===== src/hw/phy_mgmt_regs.svh =====
`ifndef PHY_MGMT_REGS_SVH
`define PHY_MGMT_REGS_SVH

// apb word indices, byte address is four times the index
`define IDX_MGMT_CMD      4'h0
`define IDX_MGMT_STAT     4'h1
`define IDX_PHY_SEL       4'h2
`define IDX_PHY_WDATA     4'h3
`define IDX_PHY_RDATA     4'h4
`define IDX_SIL_REV       4'h5
`define IDX_IRQ_STAT      4'h6
`define IDX_IRQ_MASK      4'h7
`define IDX_LAST          4'h7

// management command bits
`define CMD_READ_BIT      0
`define CMD_SCAN_BIT      1
`define CMD_WIDTH         2

// management status bits, bit 3 is reserved and reads zero
`define STAT_BUSY_BIT     0
`define STAT_SCAN_BIT     1
`define STAT_PEND_BIT     2
`define STAT_WIDTH        3

// interrupt status bits
`define IRQ_READ_BIT      0
`define IRQ_WRITE_BIT     1
`define IRQ_WIDTH         2

// transceiver register addresses
`define PHY_ADDR_STAT_LATCH 5'h01
`define PHY_ADDR_IDENT_HI   5'h02
`define PHY_ADDR_IDENT_LO   5'h03
`define PHY_ADDR_STAT_LIVE  5'h11
`define PHY_ADDR_IRQ_FLAGS  5'h13
`define PHY_ADDR_LED_CFG    5'h14

// latched status layout
`define PS1_FULL_CAP_BIT  12
`define PS1_HALF_CAP_BIT  11
`define PS1_LINK_BIT      2
`define PS1_JABBER_BIT    1

// live status layout
`define PS2_TX_BIT        13
`define PS2_RX_BIT        12
`define PS2_COL_BIT       11
`define PS2_LINK_BIT      10
`define PS2_DPX_BIT       9
`define PS2_POL_BIT       5

// reset value and default cycles per access
`define LED_CFG_RESET     16'h3422
`define MGMT_CYCLES       16

`endif


===== src/hw/phy_mgmt_pkg.sv =====
package phy_mgmt_pkg;

	// management engine states, one-hot
	typedef enum logic [2:0] {
		ENG_IDLE = 3'b001,
		ENG_RUN  = 3'b010,
		ENG_FIN  = 3'b100
	} eng_state_t;

	// kind of transceiver access in flight
	typedef enum logic [1:0] {
		OP_READ  = 2'b01,
		OP_WRITE = 2'b10
	} eng_op_t;

endpackage


===== src/hw/phy_mgmt_status_regs.sv =====
// The APB interface to the registers was chosen for this implementation.
`include "phy_mgmt_regs.svh"

module phy_mgmt_status_regs #(
	parameter int          MGMT_CYCLES    = `MGMT_CYCLES, // cycles per transceiver access
	parameter logic [4:0]  SILICON_REV    = 5'h06,        // arbitrary value
	parameter logic [21:0] VENDOR_BITS    = 22'h000155,   // arbitrary value
	parameter logic [5:0]  PART_FIELD     = 6'h11,        // arbitrary value
	parameter logic [3:0]  REV_FIELD      = 4'h2          // arbitrary value
) (
	input  wire logic        sys_clk,
	input  wire logic        rst,
	input  wire logic        psel,
	input  wire logic        penable,
	input  wire logic        pwrite,
	input  wire logic [31:0] paddr,
	input  wire logic [31:0] pwdata,
	output logic      [31:0] prdata,
	output logic             pready,
	output logic             pslverr,
	output logic             irq,
	output logic      [15:0] led_config,
	input  wire logic        link_up_pin,
	input  wire logic        jabber_pin,
	input  wire logic        tx_active_pin,
	input  wire logic        rx_active_pin,
	input  wire logic        collision_pin,
	input  wire logic        full_duplex_pin,
	input  wire logic        polarity_rev_pin
);

	// register map, one 32-bit word per register, byte address is four times the index:
	//   0 command, 1 status, 2 register select, 3 write data,
	//   4 read result, 5 silicon revision, 6 event status, 7 event mask
	// every access takes exactly one wait state; read data is registered in
	// the first access cycle so prdata never comes straight from the mux

	// down-counter sized so that MGMT_CYCLES - 1 always fits
	localparam int CNT_W = $clog2(MGMT_CYCLES + 1);

	// synchronised transceiver status levels
	logic [6:0]  pins_s;

	// software-visible registers
	logic        single_read_request_q;  // one-shot read request
	logic        continuous_poll_enable_q; // scan enable
	logic [4:0]  phy_reg_select_q;       // transceiver register address
	logic [15:0] phy_write_data_q;       // data for a pending write
	logic        write_req_q;            // write waiting for the engine
	logic [15:0] phy_read_result_q;      // last read result
	logic        read_result_pending_q;  // result not valid yet
	logic [`IRQ_WIDTH-1:0] irq_stat_q;   // sticky events
	logic [`IRQ_WIDTH-1:0] irq_mask_q;   // enables onto irq

	// engine
	phy_mgmt_pkg::eng_state_t state_q;
	phy_mgmt_pkg::eng_op_t    op_q;
	logic [CNT_W-1:0]         cnt_q;     // cycles left in an access
	logic [4:0]               acc_addr_q; // address latched at start
	logic                     bank_rd;
	logic                     bank_wr;
	logic [15:0]              bank_rdata;
	logic                     rd_done;   // read result captured this cycle
	logic                     wr_done;   // write finished this cycle
	logic                     start_wr;
	logic                     start_rd;

	// apb decode
	logic        ack_q;                  // access phase has waited one cycle
	logic        hit;
	logic [3:0]  idx;
	logic        wr_fire;
	logic        rd_fire;
	logic [31:0] rd_mux;
	logic [`STAT_WIDTH-1:0] mgmt_status_reg;
	logic [`CMD_WIDTH-1:0]  mgmt_command_reg;

	// status pins cross in through two flops
	// the levels are slow and unrelated to each other, so a plain per-bit chain is enough
	pin_sync #(
		.WIDTH (7)
	) u_sync (
		.sys_clk  (sys_clk),
		.rst      (rst),
		.async_in ({link_up_pin, jabber_pin, tx_active_pin, rx_active_pin,
		            collision_pin, full_duplex_pin, polarity_rev_pin}),
		.sync_out (pins_s)
	);

	// transceiver register file behind the management link
	phy_reg_bank #(
		.VENDOR_BITS (VENDOR_BITS),
		.PART_FIELD  (PART_FIELD),
		.REV_FIELD   (REV_FIELD)
	) u_bank (
		.sys_clk    (sys_clk),
		.rst        (rst),
		.rd_en      (bank_rd),
		.wr_en      (bank_wr),
		.addr       (acc_addr_q),
		.wdata      (phy_write_data_q),
		.rdata      (bank_rdata),
		.led_config (led_config),
		.link_up    (pins_s[6]),
		.jabber     (pins_s[5]),
		.tx_act     (pins_s[4]),
		.rx_act     (pins_s[3]),
		.col_act    (pins_s[2]),
		.full_dpx   (pins_s[1]),
		.pol_rev    (pins_s[0])
	);

	// word index, only aligned words inside the map hit
	assign idx     = paddr[5:2];
	assign hit     = (paddr[31:6] == '0) && (paddr[1:0] == 2'h0) && (idx <= `IDX_LAST);
	assign wr_fire = psel && penable && ack_q && pwrite && hit;
	assign rd_fire = psel && penable && !ack_q;

	// one wait state so read data comes from a flop
	always_ff @(posedge sys_clk) begin
		if (rst)
			ack_q <= 1'b0;
		else
			ack_q <= psel && penable && !ack_q;
	end

	assign pready  = ack_q;
	assign pslverr = ack_q && !hit;

	// engine start conditions; a write outranks a read, a single read and the scan launch the same read
	assign start_wr = (state_q == phy_mgmt_pkg::ENG_IDLE) && write_req_q;
	assign start_rd = (state_q == phy_mgmt_pkg::ENG_IDLE) && !write_req_q &&
	                  (single_read_request_q || continuous_poll_enable_q);

	// bank strobes on the last counted cycle
	assign bank_rd = (state_q == phy_mgmt_pkg::ENG_RUN) && (cnt_q == '0) && (op_q == phy_mgmt_pkg::OP_READ);
	assign bank_wr = (state_q == phy_mgmt_pkg::ENG_RUN) && (cnt_q == '0) && (op_q == phy_mgmt_pkg::OP_WRITE);
	assign rd_done = (state_q == phy_mgmt_pkg::ENG_FIN) && (op_q == phy_mgmt_pkg::OP_READ);
	assign wr_done = (state_q == phy_mgmt_pkg::ENG_FIN) && (op_q == phy_mgmt_pkg::OP_WRITE);

	// engine sequencing, start edge E:
	//   E                  leaves idle, address frozen, pending set
	//   E+MGMT_CYCLES      bank strobe edge, transceiver word registered
	//   E+MGMT_CYCLES+1    result, pending clear and event bit land
	// the extra finish cycle costs one cycle per scan pass but keeps the bank
	// read data and the result capture in separate flops
	always_ff @(posedge sys_clk) begin
		if (rst) begin
			state_q    <= phy_mgmt_pkg::ENG_IDLE;
			op_q       <= phy_mgmt_pkg::OP_READ;
			cnt_q      <= '0;
			acc_addr_q <= '0;
		end else begin
			case (state_q)
				phy_mgmt_pkg::ENG_IDLE: begin
					// address is frozen for the whole access
					if (start_wr || start_rd) begin
						state_q    <= phy_mgmt_pkg::ENG_RUN;
						op_q       <= start_wr ? phy_mgmt_pkg::OP_WRITE : phy_mgmt_pkg::OP_READ;
						cnt_q      <= CNT_W'(MGMT_CYCLES - 1);
						acc_addr_q <= phy_reg_select_q;
					end
				end
				phy_mgmt_pkg::ENG_RUN: begin
					// serial access time
					if (cnt_q == '0)
						state_q <= phy_mgmt_pkg::ENG_FIN;
					else
						cnt_q <= cnt_q - 1'b1;
				end
				phy_mgmt_pkg::ENG_FIN: begin
					// scan restarts from idle on the next cycle
					state_q <= phy_mgmt_pkg::ENG_IDLE;
				end
				default: begin
					state_q <= phy_mgmt_pkg::ENG_IDLE;
				end
			endcase
		end
	end

	// command bits; the read bit clears itself when its read launches
	// limitation: a single read asked for while the scan runs is served by the
	// scan, and the bit stays set until software writes the command again
	always_ff @(posedge sys_clk) begin
		if (rst) begin
			single_read_request_q    <= 1'b0;
			continuous_poll_enable_q <= 1'b0;
		end else if (wr_fire && idx == `IDX_MGMT_CMD) begin
			// a fresh write wins over the self-clear
			single_read_request_q    <= pwdata[`CMD_READ_BIT];
			continuous_poll_enable_q <= pwdata[`CMD_SCAN_BIT];
		end else if (start_rd && !continuous_poll_enable_q) begin
			// cleared at launch so exactly one read is made
			single_read_request_q <= 1'b0;
		end
	end

	// a single read and the scan share launches; the scan re-arms after each result
	always_ff @(posedge sys_clk) begin
		if (rst)
			phy_reg_select_q <= '0;
		else if (wr_fire && idx == `IDX_PHY_SEL)
			phy_reg_select_q <= pwdata[4:0];
	end

	// write data register; writing it queues a transceiver write
	// hazard: a second data write while one is queued would change the word the
	// engine is about to send, so it is dropped rather than merged
	always_ff @(posedge sys_clk) begin
		if (rst) begin
			phy_write_data_q <= '0;
			write_req_q      <= 1'b0;
		end else if (wr_fire && idx == `IDX_PHY_WDATA && !write_req_q && !bank_wr) begin
			// ignored while a write is still waiting, so its data cannot change
			phy_write_data_q <= pwdata[15:0];
			write_req_q      <= 1'b1;
		end else if (wr_done) begin
			write_req_q <= 1'b0;
		end
	end

	// read result and its not-valid flag
	always_ff @(posedge sys_clk) begin
		if (rst) begin
			phy_read_result_q     <= '0;
			read_result_pending_q <= 1'b0;
		end else if (start_rd) begin
			read_result_pending_q <= 1'b1;
		end else if (rd_done) begin
			phy_read_result_q     <= bank_rdata;
			read_result_pending_q <= 1'b0;
		end
	end

	// sticky events, set beats a same-cycle write-one clear
	always_ff @(posedge sys_clk) begin
		if (rst) begin
			irq_stat_q <= '0;
			irq_mask_q <= '0;
		end else begin
			if (wr_fire && idx == `IDX_IRQ_STAT)
				irq_stat_q <= (irq_stat_q & ~pwdata[`IRQ_WIDTH-1:0]) | {wr_done, rd_done};
			else
				irq_stat_q <= irq_stat_q | {wr_done, rd_done};
			if (wr_fire && idx == `IDX_IRQ_MASK)
				irq_mask_q <= pwdata[`IRQ_WIDTH-1:0];
		end
	end

	// interrupt line is registered, so it follows status and mask one cycle late
	always_ff @(posedge sys_clk) begin
		if (rst)
			irq <= 1'b0;
		else
			irq <= |(irq_stat_q & irq_mask_q);
	end

	// status word; reserved and upper bits stay zero
	always_comb begin
		mgmt_status_reg                  = '0;
		mgmt_status_reg[`STAT_BUSY_BIT]  = (state_q != phy_mgmt_pkg::ENG_IDLE);
		mgmt_status_reg[`STAT_SCAN_BIT]  = continuous_poll_enable_q;
		mgmt_status_reg[`STAT_PEND_BIT]  = read_result_pending_q;
		mgmt_command_reg                 = '0;
		mgmt_command_reg[`CMD_READ_BIT]  = single_read_request_q;
		mgmt_command_reg[`CMD_SCAN_BIT]  = continuous_poll_enable_q;
	end

	// read mux, narrow registers sit in the low bits
	// words outside the map never reach prdata, the capture below gates on hit
	always_comb begin
		rd_mux = '0;
		case (idx)
			`IDX_MGMT_CMD:  rd_mux = {30'h0, mgmt_command_reg};
			`IDX_MGMT_STAT: rd_mux = {29'h0, mgmt_status_reg};
			`IDX_PHY_SEL:   rd_mux = {27'h0, phy_reg_select_q};
			`IDX_PHY_WDATA: rd_mux = {16'h0, phy_write_data_q};
			`IDX_PHY_RDATA: rd_mux = {16'h0, phy_read_result_q};
			`IDX_SIL_REV:   rd_mux = {27'h0, SILICON_REV};
			`IDX_IRQ_STAT:  rd_mux = {30'h0, irq_stat_q};
			`IDX_IRQ_MASK:  rd_mux = {30'h0, irq_mask_q};
			default:        rd_mux = '0;
		endcase
	end

	// read data captured in the first access cycle
	always_ff @(posedge sys_clk) begin
		if (rst)
			prdata <= '0;
		else if (rd_fire)
			prdata <= (hit && !pwrite) ? rd_mux : 32'h0000_0000;
	end

endmodule


===== src/hw/pin_sync.sv =====
// two flops per bit before any logic sees a pin level
module pin_sync #(
	parameter int WIDTH = 1
) (
	input  wire logic             sys_clk,
	input  wire logic             rst,
	input  wire logic [WIDTH-1:0] async_in,
	output logic      [WIDTH-1:0] sync_out
);

	logic [WIDTH-1:0] meta_q;  // first stage, read only by second

	// plain two-stage chain
	always_ff @(posedge sys_clk) begin
		if (rst) begin
			meta_q   <= '0;
			sync_out <= '0;
		end else begin
			meta_q   <= async_in;
			sync_out <= meta_q;
		end
	end

endmodule


===== src/hw/phy_reg_bank.sv =====
`include "phy_mgmt_regs.svh"

// transceiver-side register file on the internal management link
module phy_reg_bank #(
	parameter logic [21:0] VENDOR_BITS = 22'h000155, // arbitrary value
	parameter logic [5:0]  PART_FIELD  = 6'h11,      // arbitrary value
	parameter logic [3:0]  REV_FIELD   = 4'h2        // arbitrary value
) (
	input  wire logic        sys_clk,
	input  wire logic        rst,
	input  wire logic        rd_en,
	input  wire logic        wr_en,
	input  wire logic [4:0]  addr,
	input  wire logic [15:0] wdata,
	output logic      [15:0] rdata,
	output logic      [15:0] led_config,
	input  wire logic        link_up,
	input  wire logic        jabber,
	input  wire logic        tx_act,
	input  wire logic        rx_act,
	input  wire logic        col_act,
	input  wire logic        full_dpx,
	input  wire logic        pol_rev
);

	logic        link_held_low_flag; // zero once link dropped since last read
	logic        jabber_flag;        // one once jabber seen since last read
	logic        rd_latched;         // read of the latched status register
	logic [15:0] phy_status_latched;
	logic [15:0] phy_status_live;
	logic [15:0] phy_ident_high;
	logic [15:0] phy_ident_low;

	assign rd_latched = rd_en && (addr == `PHY_ADDR_STAT_LATCH);

	// latched link and jabber; a read re-arms from the live level so an event in that cycle survives
	always_ff @(posedge sys_clk) begin
		if (rst) begin
			link_held_low_flag <= 1'b0;
			jabber_flag        <= 1'b0;
		end else if (rd_latched) begin
			link_held_low_flag <= link_up;
			jabber_flag        <= jabber;
		end else begin
			link_held_low_flag <= link_held_low_flag & link_up;
			jabber_flag        <= jabber_flag | jabber;
		end
	end

	always_comb begin
		phy_status_latched                    = '0;
		phy_status_latched[`PS1_FULL_CAP_BIT] = 1'b1;
		phy_status_latched[`PS1_HALF_CAP_BIT] = 1'b1;
		phy_status_latched[`PS1_LINK_BIT]     = link_held_low_flag;
		phy_status_latched[`PS1_JABBER_BIT]   = jabber_flag;
		phy_status_live                       = '0;
		phy_status_live[`PS2_TX_BIT]          = tx_act;
		phy_status_live[`PS2_RX_BIT]          = rx_act;
		phy_status_live[`PS2_COL_BIT]         = col_act;
		phy_status_live[`PS2_LINK_BIT]        = link_up;
		phy_status_live[`PS2_DPX_BIT]         = full_dpx;
		phy_status_live[`PS2_POL_BIT]         = pol_rev;
	end

	// fixed identity words
	assign phy_ident_high = VENDOR_BITS[21:6];
	assign phy_ident_low  = {VENDOR_BITS[5:0], PART_FIELD, REV_FIELD};

	// registered read data; only the led word is writable
	always_ff @(posedge sys_clk) begin
		if (rst) begin
			rdata      <= '0;
			led_config <= `LED_CFG_RESET;
		end else begin
			if (wr_en && addr == `PHY_ADDR_LED_CFG)
				led_config <= wdata;
			if (rd_en) begin
				case (addr)
					`PHY_ADDR_STAT_LATCH: rdata <= phy_status_latched;
					`PHY_ADDR_STAT_LIVE:  rdata <= phy_status_live;
					`PHY_ADDR_IDENT_HI:   rdata <= phy_ident_high;
					`PHY_ADDR_IDENT_LO:   rdata <= phy_ident_low;
					`PHY_ADDR_LED_CFG:    rdata <= led_config;
					default:              rdata <= '0; // irq flags and holes read zero
				endcase
			end
		end
	end

endmodule


===== config.mk =====
export PLATFORM = sky130hd
export DESIGN_NAME = phy_mgmt_status_regs
export DESIGN_NICKNAME = d
export VERILOG_FILES = /design/src/hw/phy_mgmt_pkg.sv /design/src/hw/phy_mgmt_status_regs.sv /design/src/hw/pin_sync.sv /design/src/hw/phy_reg_bank.sv
export VERILOG_INCLUDE_DIRS = /design/src /design/src/hw
export SDC_FILE = /design/constraint.sdc
export NUM_CORES = 1
export LEC_CHECK = 0
export ABC_AREA = 1
export BUFFER_PORTS_ARGS = -buffer_cell sky130_fd_sc_hd__buf_2
export CORE_ASPECT_RATIO = 0.9
export CORE_MARGIN = 8
export CORE_UTILIZATION = 25
export CTS_BUF_LIST = sky130_fd_sc_hd__clkbuf_4 sky130_fd_sc_hd__clkbuf_8
export DETAILED_ROUTE_END_ITERATION = 8
export GPL_TIMING_DRIVEN = 0
export PLACE_DENSITY = 0.45
export REMOVE_ABC_BUFFERS = 1
export SYNTH_ARGS = -nofsm -noshare
export SYNTH_HDL_FRONTEND = slang
export SYNTH_SLANG_ARGS = --single-unit
export TNS_END_PERCENT = 1

===== constraint.sdc =====
create_clock -name sys_clk -period 2.5 [get_ports sys_clk]
set_input_delay 0 -clock sys_clk [delete_from_list [all_inputs] [get_ports sys_clk]]
set_output_delay 0 -clock sys_clk [all_outputs]
set_load 0.005 [all_outputs]

==> summary.txt, run 1 <==
Clock network
  • CTS Sinks: 126
  • Root Buffer Master: clkbuf_8
  • Htree depth: 4
  • Clk pin slew, worst setup/hold paths: 70 ps
  • Clk_lat worst skew: 440 ps
  • Clock tree buffer depth: 2
  • Total CTS buffers: 17
  • CTS tree: yes

Final layout
  • Number of diodes: 0
  • Final #Nets: 935
  • Post-route cell area: 6600 µm²
  • Most frequent cells in the layout: 192 x nand2_1, 127 x nor2_1, 126 x dfxtp_1
  • Commonest non-fill, non-tap cell in the layout: nand2_1
  • Layout cell share with drive strength beyond 1: 16.44%
  • Area grow syn2layout: 23.31%
  • Layout fillers: 2391

Route
  • Residual DRC: 0
  • DRT antenna net count: 0
  • DRT Pass-1 Iters: 4
  • Via/cell ratio: 4.139
  • DR WL/cell: 13.05 µm
  • Final WL: 15.09 mm
  • Routed vias: 4785
  • Starting DRT DRC Count: 235

Floorplanning
  • Chip width: 170.2 µm
  • Core area: 20900 µm²
  • Die area: 26360 µm²
  • Initial cell density of the core: 25.62%
  • # rows: 50
  • Die H: 154.8 µm
  • IO Count: 127

Power and ir drop
  • Pwr/cell area: 599.7 nW/µm²
  • Worst vdd ir: 247.8 µV
  • Lkg Pwr: 0.002962 µW
  • Power, Total: 3958 µW

STA
  • Slew margin rel.: 9.670%
  • Min Tclk post-route: 2152 ps
  • Final period util: 86.08%
  • Hold Fails Final Rpt: 0
  • RSZ-0062 raised after global routing: no
  • Max frequency: 464.7 MHz
  • Pin slew with the least headroom to its limit: 1355 ps
  • Slew Limit Fails: 0
  • Setup Skew: 8.017 ps
  • Setup Viol. Count Final: 0

Setup path
  • Worst path max stage delay: 770 ps
  • Critical Path Sink Type: flip-flop
  • Startpoint Class: flip-flop
  • Arrival time at the worst endpoint: 2520 ps
  • Slowest cell on the critical path: a21oi_1
  • RR Endpoint: cnt_q[4]$_SDFFE_PP0P_
  • CP Buf/Inv Count: 2
  • Worst r2r src: state_q[2]$_SDFFE_PP0P_
  • CP delay by family, top: compound AO/OA/AOI/OAI gates
  • R2R depth: 9
  • Crit Path Category: reg -> reg
  • FF-to-FF setup slack: 350 ps
  • Crit path required time: 2870 ps
  • CP cell instances: inv_1 > nand3_1 > a21oi_1 > nor2_1 > inv_1 > nand3_1 > nand2_1 > nand2_1 > nor2_1
  • Crit path max fanout: 13

Min path
  • Startpoint of the worst hold path: pwrite
  • Hold Path Class: in -> reg
  • Worst hold path endpoint: continuous_poll_enable_q$_SDFFE_PP0P_
  • Worst hold path cell count: 5

Logic synthesis
  • Largest area contributor in the netlist: dfxtp_1
  • Mapped Cells: 750
  • Yosys reg bits: 126
  • Post-synth top area share: 47.12%
  • Synthesis Warnings: 0
  • Mean Syn Cell Area: 7.137 µm²
  • Ranking of synthesized cells by area: dfxtp_1 47%, nand2_1 13%, nor2_1 8.9%
  • Synthesized area: 5353 µm²
  • Sequential area share after synthesis: 47.12%
  • Post-synth cell types: 33

Place
  • GPL Wtd Cong: 0.7525
  • Dpl hpwl: 10.19 mm
  • # port buffers: 94
  • Placement-stage cell area: 5953 µm²

GRT
  • Initial antenna violation count: 0
  • Vias in the first global route: 4773
  • First-pass GRT wire length: 24.58 mm
  • Gr usage total: 11.62%
  • Pin count of the biggest net entering global routing: 65
  • Congestion Overflow GR: 0

Job
  • Max Cap Viol: 0

Status
  • Outcome: finished, final reports clean
## sequential cells by signal, summed over array words and instances (netlist names), 7 cells and up
signal	cells
phy_read_result_q	16
u_bank.led_config	16
phy_write_data_q	16
prdata	16
u_bank.rdata	16
u_sync.sync_out	7
u_sync.meta_q	7
## final cells by class
class / instances / area (µm²) / area share (%)
Inverter: 72 / 272.8 / 4.133
Sequential cell: 126 / 2522 / 38.22
Clock buffer: 25 / 300.3 / 4.550
Multi-Input combinational cell: 520 / 2331 / 35.32
Tap cell: 286 / 357.8 / 5.422
Clock inverter: 7 / 87.58 / 1.327
Timing Repair Buffer: 120 / 728.2 / 11.03
## per-stage QoR
stage               std cells  util (%)  hold slack (ps)  setup TNS [ps]  setup slack [ps]
detailed placement       1098     28.49            208.8          -13280            -286.4
finish                   1156     31.59            54.40               0             348.0
global route             1156     31.59            67.67               0            0.8953
global placement         1098     28.49            209.4          -71290             -1226
floorplan                 718         -            69.07               0             741.0
CTS                      1156     31.58            24.00               0             185.3
## logic make-up after synthesis
kind of cell / after synthesis / share of synthesized area, %
other cells: 1 / 0.07006
simple gates: 369 / 28.68
flops: 126 / 47.12
xor+xnor: 2 / 0.3273
fa+ha+maj: 2 / 0.4674
buf+inv: 119 / 10.38
compound gates: 131 / 12.95
## cells in the mapped netlist, drive strengths merged
library cell,count
clkinv,1
nand4,9
o211ai,8
o2111ai,1
conb,1
clkbuf,17
o221ai,2
xor2,2
o22ai,2
nor2,132
inv,71
or2,1
nand2,194
o21ai,50
buf,30
dfxtp,126
a21oi,67
ha,2
nor3,7
a221oi,1
nand3,26
## timing repair
action | in CTS | in global routing
hold buffers | 25 | 0
pin swaps | 1 | 0
hold endpoints to repair | 34 | 0
resized for setup | 0 | 1
endpoints found under the setup margin | 11 | 16
buffers inserted | 1 | 0
## power by group
part | internal [µW] | switching (µW) | total (µW)
logic | 75.9 | 102 | 178
clock network | 983 | 776 | 1760
registers | 2020 | 3.42 | 2020
## layer usage
metal / vias to the layer above / part of all wire (%) / global-route usage, %
met5: - / 0 / 0
met2: 97 / 45 / 19.10
li1: 2555 / - / -
met3: 8 / 6.2 / 3.257
met1: 2125 / 48 / 14.59
met4: 0 / 0.97 / 3.255
## worst max-delay path by stage
| stage | from | endpoint | slack [ps] | cells past startpoint |
|---|---|---|---|---|
| detailed placement | rst | phy_read_result_q[14]$_SDFFE_PP0P_ | -290 | 4 |
| CTS | rst | phy_read_result_q[14]$_SDFFE_PP0P_ | 190 | 4 |
| finish | state_q[2]$_SDFFE_PP0P_ | cnt_q[4]$_SDFFE_PP0P_ | 350 | 9 |
| global route | state_q[2]$_SDFFE_PP0P_ | cnt_q[4]$_SDFFE_PP0P_ | 0.9 | 9 |
| floorplan | acc_addr_q[4]$_SDFFE_PP0P_ | u_bank.led_config[0]$_SDFFE_PP0P_ | 740 | 6 |
| global placement | rst | phy_read_result_q[13]$_SDFFE_PP0P_ | -1230 | 4 |
## worst min-delay path: stages
cell and delay (ps):
buf_2 90, inv_1 100, nor2_4 90, nand4_1 90
a21oi_1 60
Power figures use the tool's default switching activity.
==> run 2: changes to the inputs <==
- clock period: 2.5 -> 2.1 ns (I/O delays scaled with it)
==> summary.txt, run 2 (synthesized netlist as in run 1, its figures left out) <==
Status
  • Outcome: finished, final reports clean

STA
  • Min Tclk post-route: 1909 ps
  • Setup Viol. Count Final: 0
  • Slew Limit Fails: 0
  • Setup Skew: 9.251 ps
  • Final period util: 90.91%
  • Max frequency: 523.8 MHz
  • Hold Fails Final Rpt: 0
  • Pin slew with the least headroom to its limit: 1341 ps
  • RSZ-0062 raised after global routing: yes
  • Slew margin rel.: 10.60%

Final layout
  • Area grow syn2layout: 24.22%
  • Most frequent cells in the layout: 191 x nand2_1, 126 x nor2_1, 126 x dfxtp_1
  • Number of diodes: 0
  • Post-route cell area: 6649 µm²
  • Commonest non-fill, non-tap cell in the layout: nand2_1
  • Layout cell share with drive strength beyond 1: 17.11%
  • Post-route insts no fill: 1157
  • Final #Nets: 936

Floorplanning
  • Initial cell density of the core: 25.62%
  • Die H: 154.8 µm
  • Die area: 26360 µm²
  • Core area: 20900 µm²
  • Chip width: 170.2 µm
  • IO Count: 127
  • # rows: 50

Setup path
  • R2R depth: 8
  • Crit path required time: 2450 ps
  • Arrival time at the worst endpoint: 2260 ps
  • Crit path max fanout: 18
  • Crit Path Category: reg -> reg
  • Critical Path Sink Type: flip-flop
  • FF-to-FF setup slack: 190 ps
  • RR Endpoint: u_bank.rdata[3]$_SDFFE_PP0P_
  • Worst r2r src: cnt_q[0]$_SDFFE_PP0P_
  • Startpoint Class: flip-flop

Min path
  • Worst hold path cell count: 5
  • Startpoint of the worst hold path: pwrite
  • Worst hold path endpoint: continuous_poll_enable_q$_SDFFE_PP0P_
  • Hold Path Class: in -> reg

Clock network
  • Root Buffer Master: clkbuf_8
  • Clock tree buffer depth: 2
  • Total CTS buffers: 17
  • Clk_lat worst skew: 430 ps
  • CTS Sinks: 126
  • CTS tree: yes
  • Htree depth: 4
  • Clk pin slew, worst setup/hold paths: 70 ps

GRT
  • First-pass GRT wire length: 24.55 mm
  • Vias in the first global route: 4763
  • Congestion Overflow GR: 0
  • Initial antenna violation count: 0
  • Pin count of the biggest net entering global routing: 65
  • Gr usage total: 11.61%

Route
  • Final WL: 15.59 mm
  • DRT Pass-1 Iters: 4
  • Via/cell ratio: 4.174
  • DRT antenna net count: 0
  • DR WL/cell: 13.48 µm
  • Routed vias: 4829
  • Starting DRT DRC Count: 278
  • Residual DRC: 0

Power and ir drop
  • Worst vdd ir: 295.1 µV
  • Lkg Pwr: 0.002982 µW
  • Pwr/cell area: 709.8 nW/µm²

Place
  • Dpl hpwl: 10.19 mm
  • # port buffers: 94
  • Cells after DPL: 1098
  • GPL Wtd Cong: 0.7525
  • Placement-stage cell area: 5953 µm²

Job
  • Max Cap Viol: 0
-- run 2: metal layers --
layer / GRT usage, % / share of wire, % / vias up
met4: 3.255 / 0.90 / 0
met5: 0 / 0 / -
met2: 19.03 / 45 / 106
li1: - / - / 2563
met3: 3.257 / 6.3 / 7
met1: 14.61 / 48 / 2153
-- run 2: repair_timing --
item                                    in CTS  in global routing
pin swaps                                    1                  1
gates cloned                                 0                  1
resized for setup                            4                  6
setup buffers                                1                  0
endpoints found under the hold margin       34                  0
endpoints found under the setup margin      65                 28
hold buffers                                25                  0
-- run 2: through the flow --
step	hold slack [ps]	worst slack (ps)	util, %	TNS, ps	total power (µW)
2_1_floorplan	69.07	341.0	-	0	2529
3_3_place_gp	209.4	-1626	28.49	-96490	2640
3_5_place_dp	208.8	-686.4	28.49	-38550	2640
4_1_cts	24.00	23.15	31.66	0	4784
5_1_grt	92.38	-12.65	31.82	-23.04	4915
6_report	78.81	190.9	31.82	0	4719
-- run 2: final cells by class --
type	instances	area, µm²
multi-input cells	521	2371
inverters	72	281.5
flip-flops and latches	126	2522
repair buffers	120	728.2
well taps	286	357.8
clock inverters	7	87.58
clock buffers	25	300.3
fillers	2386	14250
-- run 2: worst max-delay path by stage --
stage | from | end | slack, ps | depth (start not counted)
after global routing | cnt_q[0]$_SDFFE_PP0P_ | u_bank.rdata[3]$_SDFFE_PP0P_ | -10 | 8
after detailed placement | rst | phy_read_result_q[14]$_SDFFE_PP0P_ | -690 | 4
after global placement | rst | phy_read_result_q[13]$_SDFFE_PP0P_ | -1630 | 4
after CTS | paddr[3] | phy_write_data_q[11]$_SDFFE_PP0P_ | 20 | 9
after floorplan | acc_addr_q[4]$_SDFFE_PP0P_ | u_bank.led_config[0]$_SDFFE_PP0P_ | 340 | 6
final | cnt_q[0]$_SDFFE_PP0P_ | u_bank.rdata[3]$_SDFFE_PP0P_ | 190 | 8
-- run 2: worst max-delay path, stage by stage, from the launching register on --
cell and delay, ps:
dfxtp_1 330, inv_1 80, ha_1 140, nand3_1 130
nor2_2 210, nand2_2 300, inv_2 370, nand3_1 120
a21oi_1 130
-- run 2: report_power, final --
part           switching [µW]  internal, µW
clock network             928          1170
registers                4.10          2400
logic                     123          90.8
total                    1060          3660
==> run 3: changes to the inputs <==
- clock period: 2.1 -> 2.24 ns (I/O delays scaled with it)
==> summary.txt, run 3 (synthesized netlist as in run 1, its figures left out) <==
STA
  • Pin slew with the least headroom to its limit: 1325 ps
  • Final TNS setup: 0 ps
  • Hold Fails Final Rpt: 0
  • Slew margin rel.: 11.67%
  • Slew Limit Fails: 0
  • RSZ-0062 raised after global routing: no
  • Final period util: 87.49%
  • Setup Viol. Count Final: 0
  • Min Tclk post-route: 1960 ps
  • Worst hold margin: 55.50 ps
  • Max frequency: 510.3 MHz
  • Setup Skew: 7.811 ps

Setup path
  • Crit path max fanout: 22
  • Crit Path Category: reg -> reg
  • CP cell instances: inv_1 > ha_1 > nand3_1 > nor2_2 > nand3_2 > inv_2 > o21ai_0 > a21oi_1
  • Worst path max stage delay: 430 ps
  • Slowest cell on the critical path: inv_2
  • Critical Path Sink Type: flip-flop
  • Arrival time at the worst endpoint: 2330 ps
  • CP delay by family, top: simple AND/OR/NAND/NOR gates
  • Startpoint Class: flip-flop
  • CP Buf/Inv Count: 2
  • Crit path required time: 2610 ps

Final layout
  • Area grow syn2layout: 23.63%
  • Most frequent cells in the layout: 191 x nand2_1, 127 x nor2_1, 126 x dfxtp_1
  • Commonest non-fill, non-tap cell in the layout: nand2_1
  • Number of diodes: 0
  • Layout cell share with drive strength beyond 1: 16.90%
  • Final #Nets: 935
  • Layout fillers: 2388
  • Post-route cell area: 6618 µm²

Power and ir drop
  • Lkg Pwr: 0.002967 µW
  • Worst vdd ir: 276.5 µV
  • Pwr/cell area: 667.4 nW/µm²

Clock network
  • Root Buffer Master: clkbuf_8
  • Clk pin slew, worst setup/hold paths: 70 ps
  • Total CTS buffers: 17
  • Htree depth: 4
  • Clock tree buffer depth: 2
  • CTS tree: yes
  • CTS Sinks: 126
  • Clk_lat worst skew: 430 ps

Floorplanning
  • Die H: 154.8 µm
  • Die area: 26360 µm²
  • IO Count: 127
  • Initial cell density of the core: 25.62%
  • # rows: 50
  • Core area: 20900 µm²
  • Chip width: 170.2 µm

Route
  • DR WL/cell: 13.03 µm
  • Routed vias: 4763
  • DRT Pass-1 Iters: 4
  • DRT antenna net count: 0
  • Via/cell ratio: 4.120
  • Starting DRT DRC Count: 252
  • Residual DRC: 0
  • Top layer in use: met4
  • Final WL: 15.06 mm
  • Metal2 WL: 6.759 mm
  • Routed length on met3: 995 µm
  • Wire length on met1: 7.153 mm

GRT
  • Vias in the first global route: 4773
  • Gr usage total: 11.62%
  • First-pass GRT wire length: 24.58 mm
  • Initial antenna violation count: 0
  • Pin count of the biggest net entering global routing: 65
  • Congestion Overflow GR: 0

Status
  • Outcome: finished, final reports clean

Place
  • Placement-stage cell area: 5953 µm²
  • # port buffers: 94
  • GPL Wtd Cong: 0.7525
  • Dpl hpwl: 10.19 mm

Job
  • Max Cap Viol: 0

Min path
  • Hold Path Class: in -> reg
## run 3: cell types whose count changed in the layout (fill, tap and decap cells not counted)
| cell | delta |
|---|---|
| inv_4 | -1 |
| nand4_4 | -1 |
| nor2_1 | +1 |
| nor2_4 | -1 |
| inv_2 | +1 |
## run 3: area by class of cell
cell class	count	area, µm²	share of cell area (%)
flip-flops and latches	126	2522	38.12
clock buffers	25	300.3	4.538
inverters	72	279.0	4.216
multi-input cells	520	2342	35.39
repair buffers	120	728.2	11.00
clock inverters	7	87.58	1.324
well taps	286	357.8	5.407
## run 3: stage by stage
| stage | total power (µW) | setup WS, ps | instances | utilization [%] |
|---|---|---|---|---|
| CTS | 4485 | 72.06 | 1156 | 31.62 |
| floorplan | 2371 | 481.0 | 718 | - |
| global placement | 2475 | -1486 | 1098 | 28.49 |
| detailed placement | 2475 | -546.4 | 1098 | 28.49 |
| global route | 4607 | 22.18 | 1156 | 31.67 |
| finish | 4416 | 280.2 | 1156 | 31.67 |
## run 3: worst reg2reg max path, delay by kind of cell, from the launching register on
family                   cells  cell delay, ps
AO/OA/AOI/OAI                2             280
AND/OR/NAND/NOR              3             620
flip-flops                   1             330
buffers and inverters        2             510
adder cells (fa/ha/maj)      1             140
## run 3: worst paths after layout
path / slack [ps] / start / cells after the start / endpoint
worst max-delay path: 280 / cnt_q[0]$_SDFFE_PP0P_ / 8 / u_bank.led_config[0]$_SDFFE_PP0P_
worst min-delay path: 60 / pwrite / 5 / continuous_poll_enable_q$_SDFFE_PP0P_
worst max register to register: 280 / cnt_q[0]$_SDFFE_PP0P_ / 8 / u_bank.led_config[0]$_SDFFE_PP0P_
worst min register to register: 400 / u_sync.meta_q[5]$_SDFF_PP0_ / 2 / u_sync.sync_out[5]$_SDFF_PP0_
## run 3: metal layers
metal	up-vias	global-route usage [%]
li1	2555	-
met2	97	19.10
met1	2103	14.59
met4	0	3.255
met5	-	0
met3	8	3.257
## run 3: what timing repair did
action / in CTS / in global routing
gates cloned: 0 / 0
pin swaps: 1 / 1
resized for setup: 2 / 3
hold buffers: 25 / 0
endpoints found under the hold margin: 34 / 0
buffers inserted: 1 / 0
endpoints found under the setup margin: 30 / 34
## run 3: report_power, final
group	leakage, µW	switching, µW	internal, µW
registers	0.00102	3.82	2250
logic	0.00174	114	84.9
clock network	0.000206	864	1100
total	0.00297	982	3430
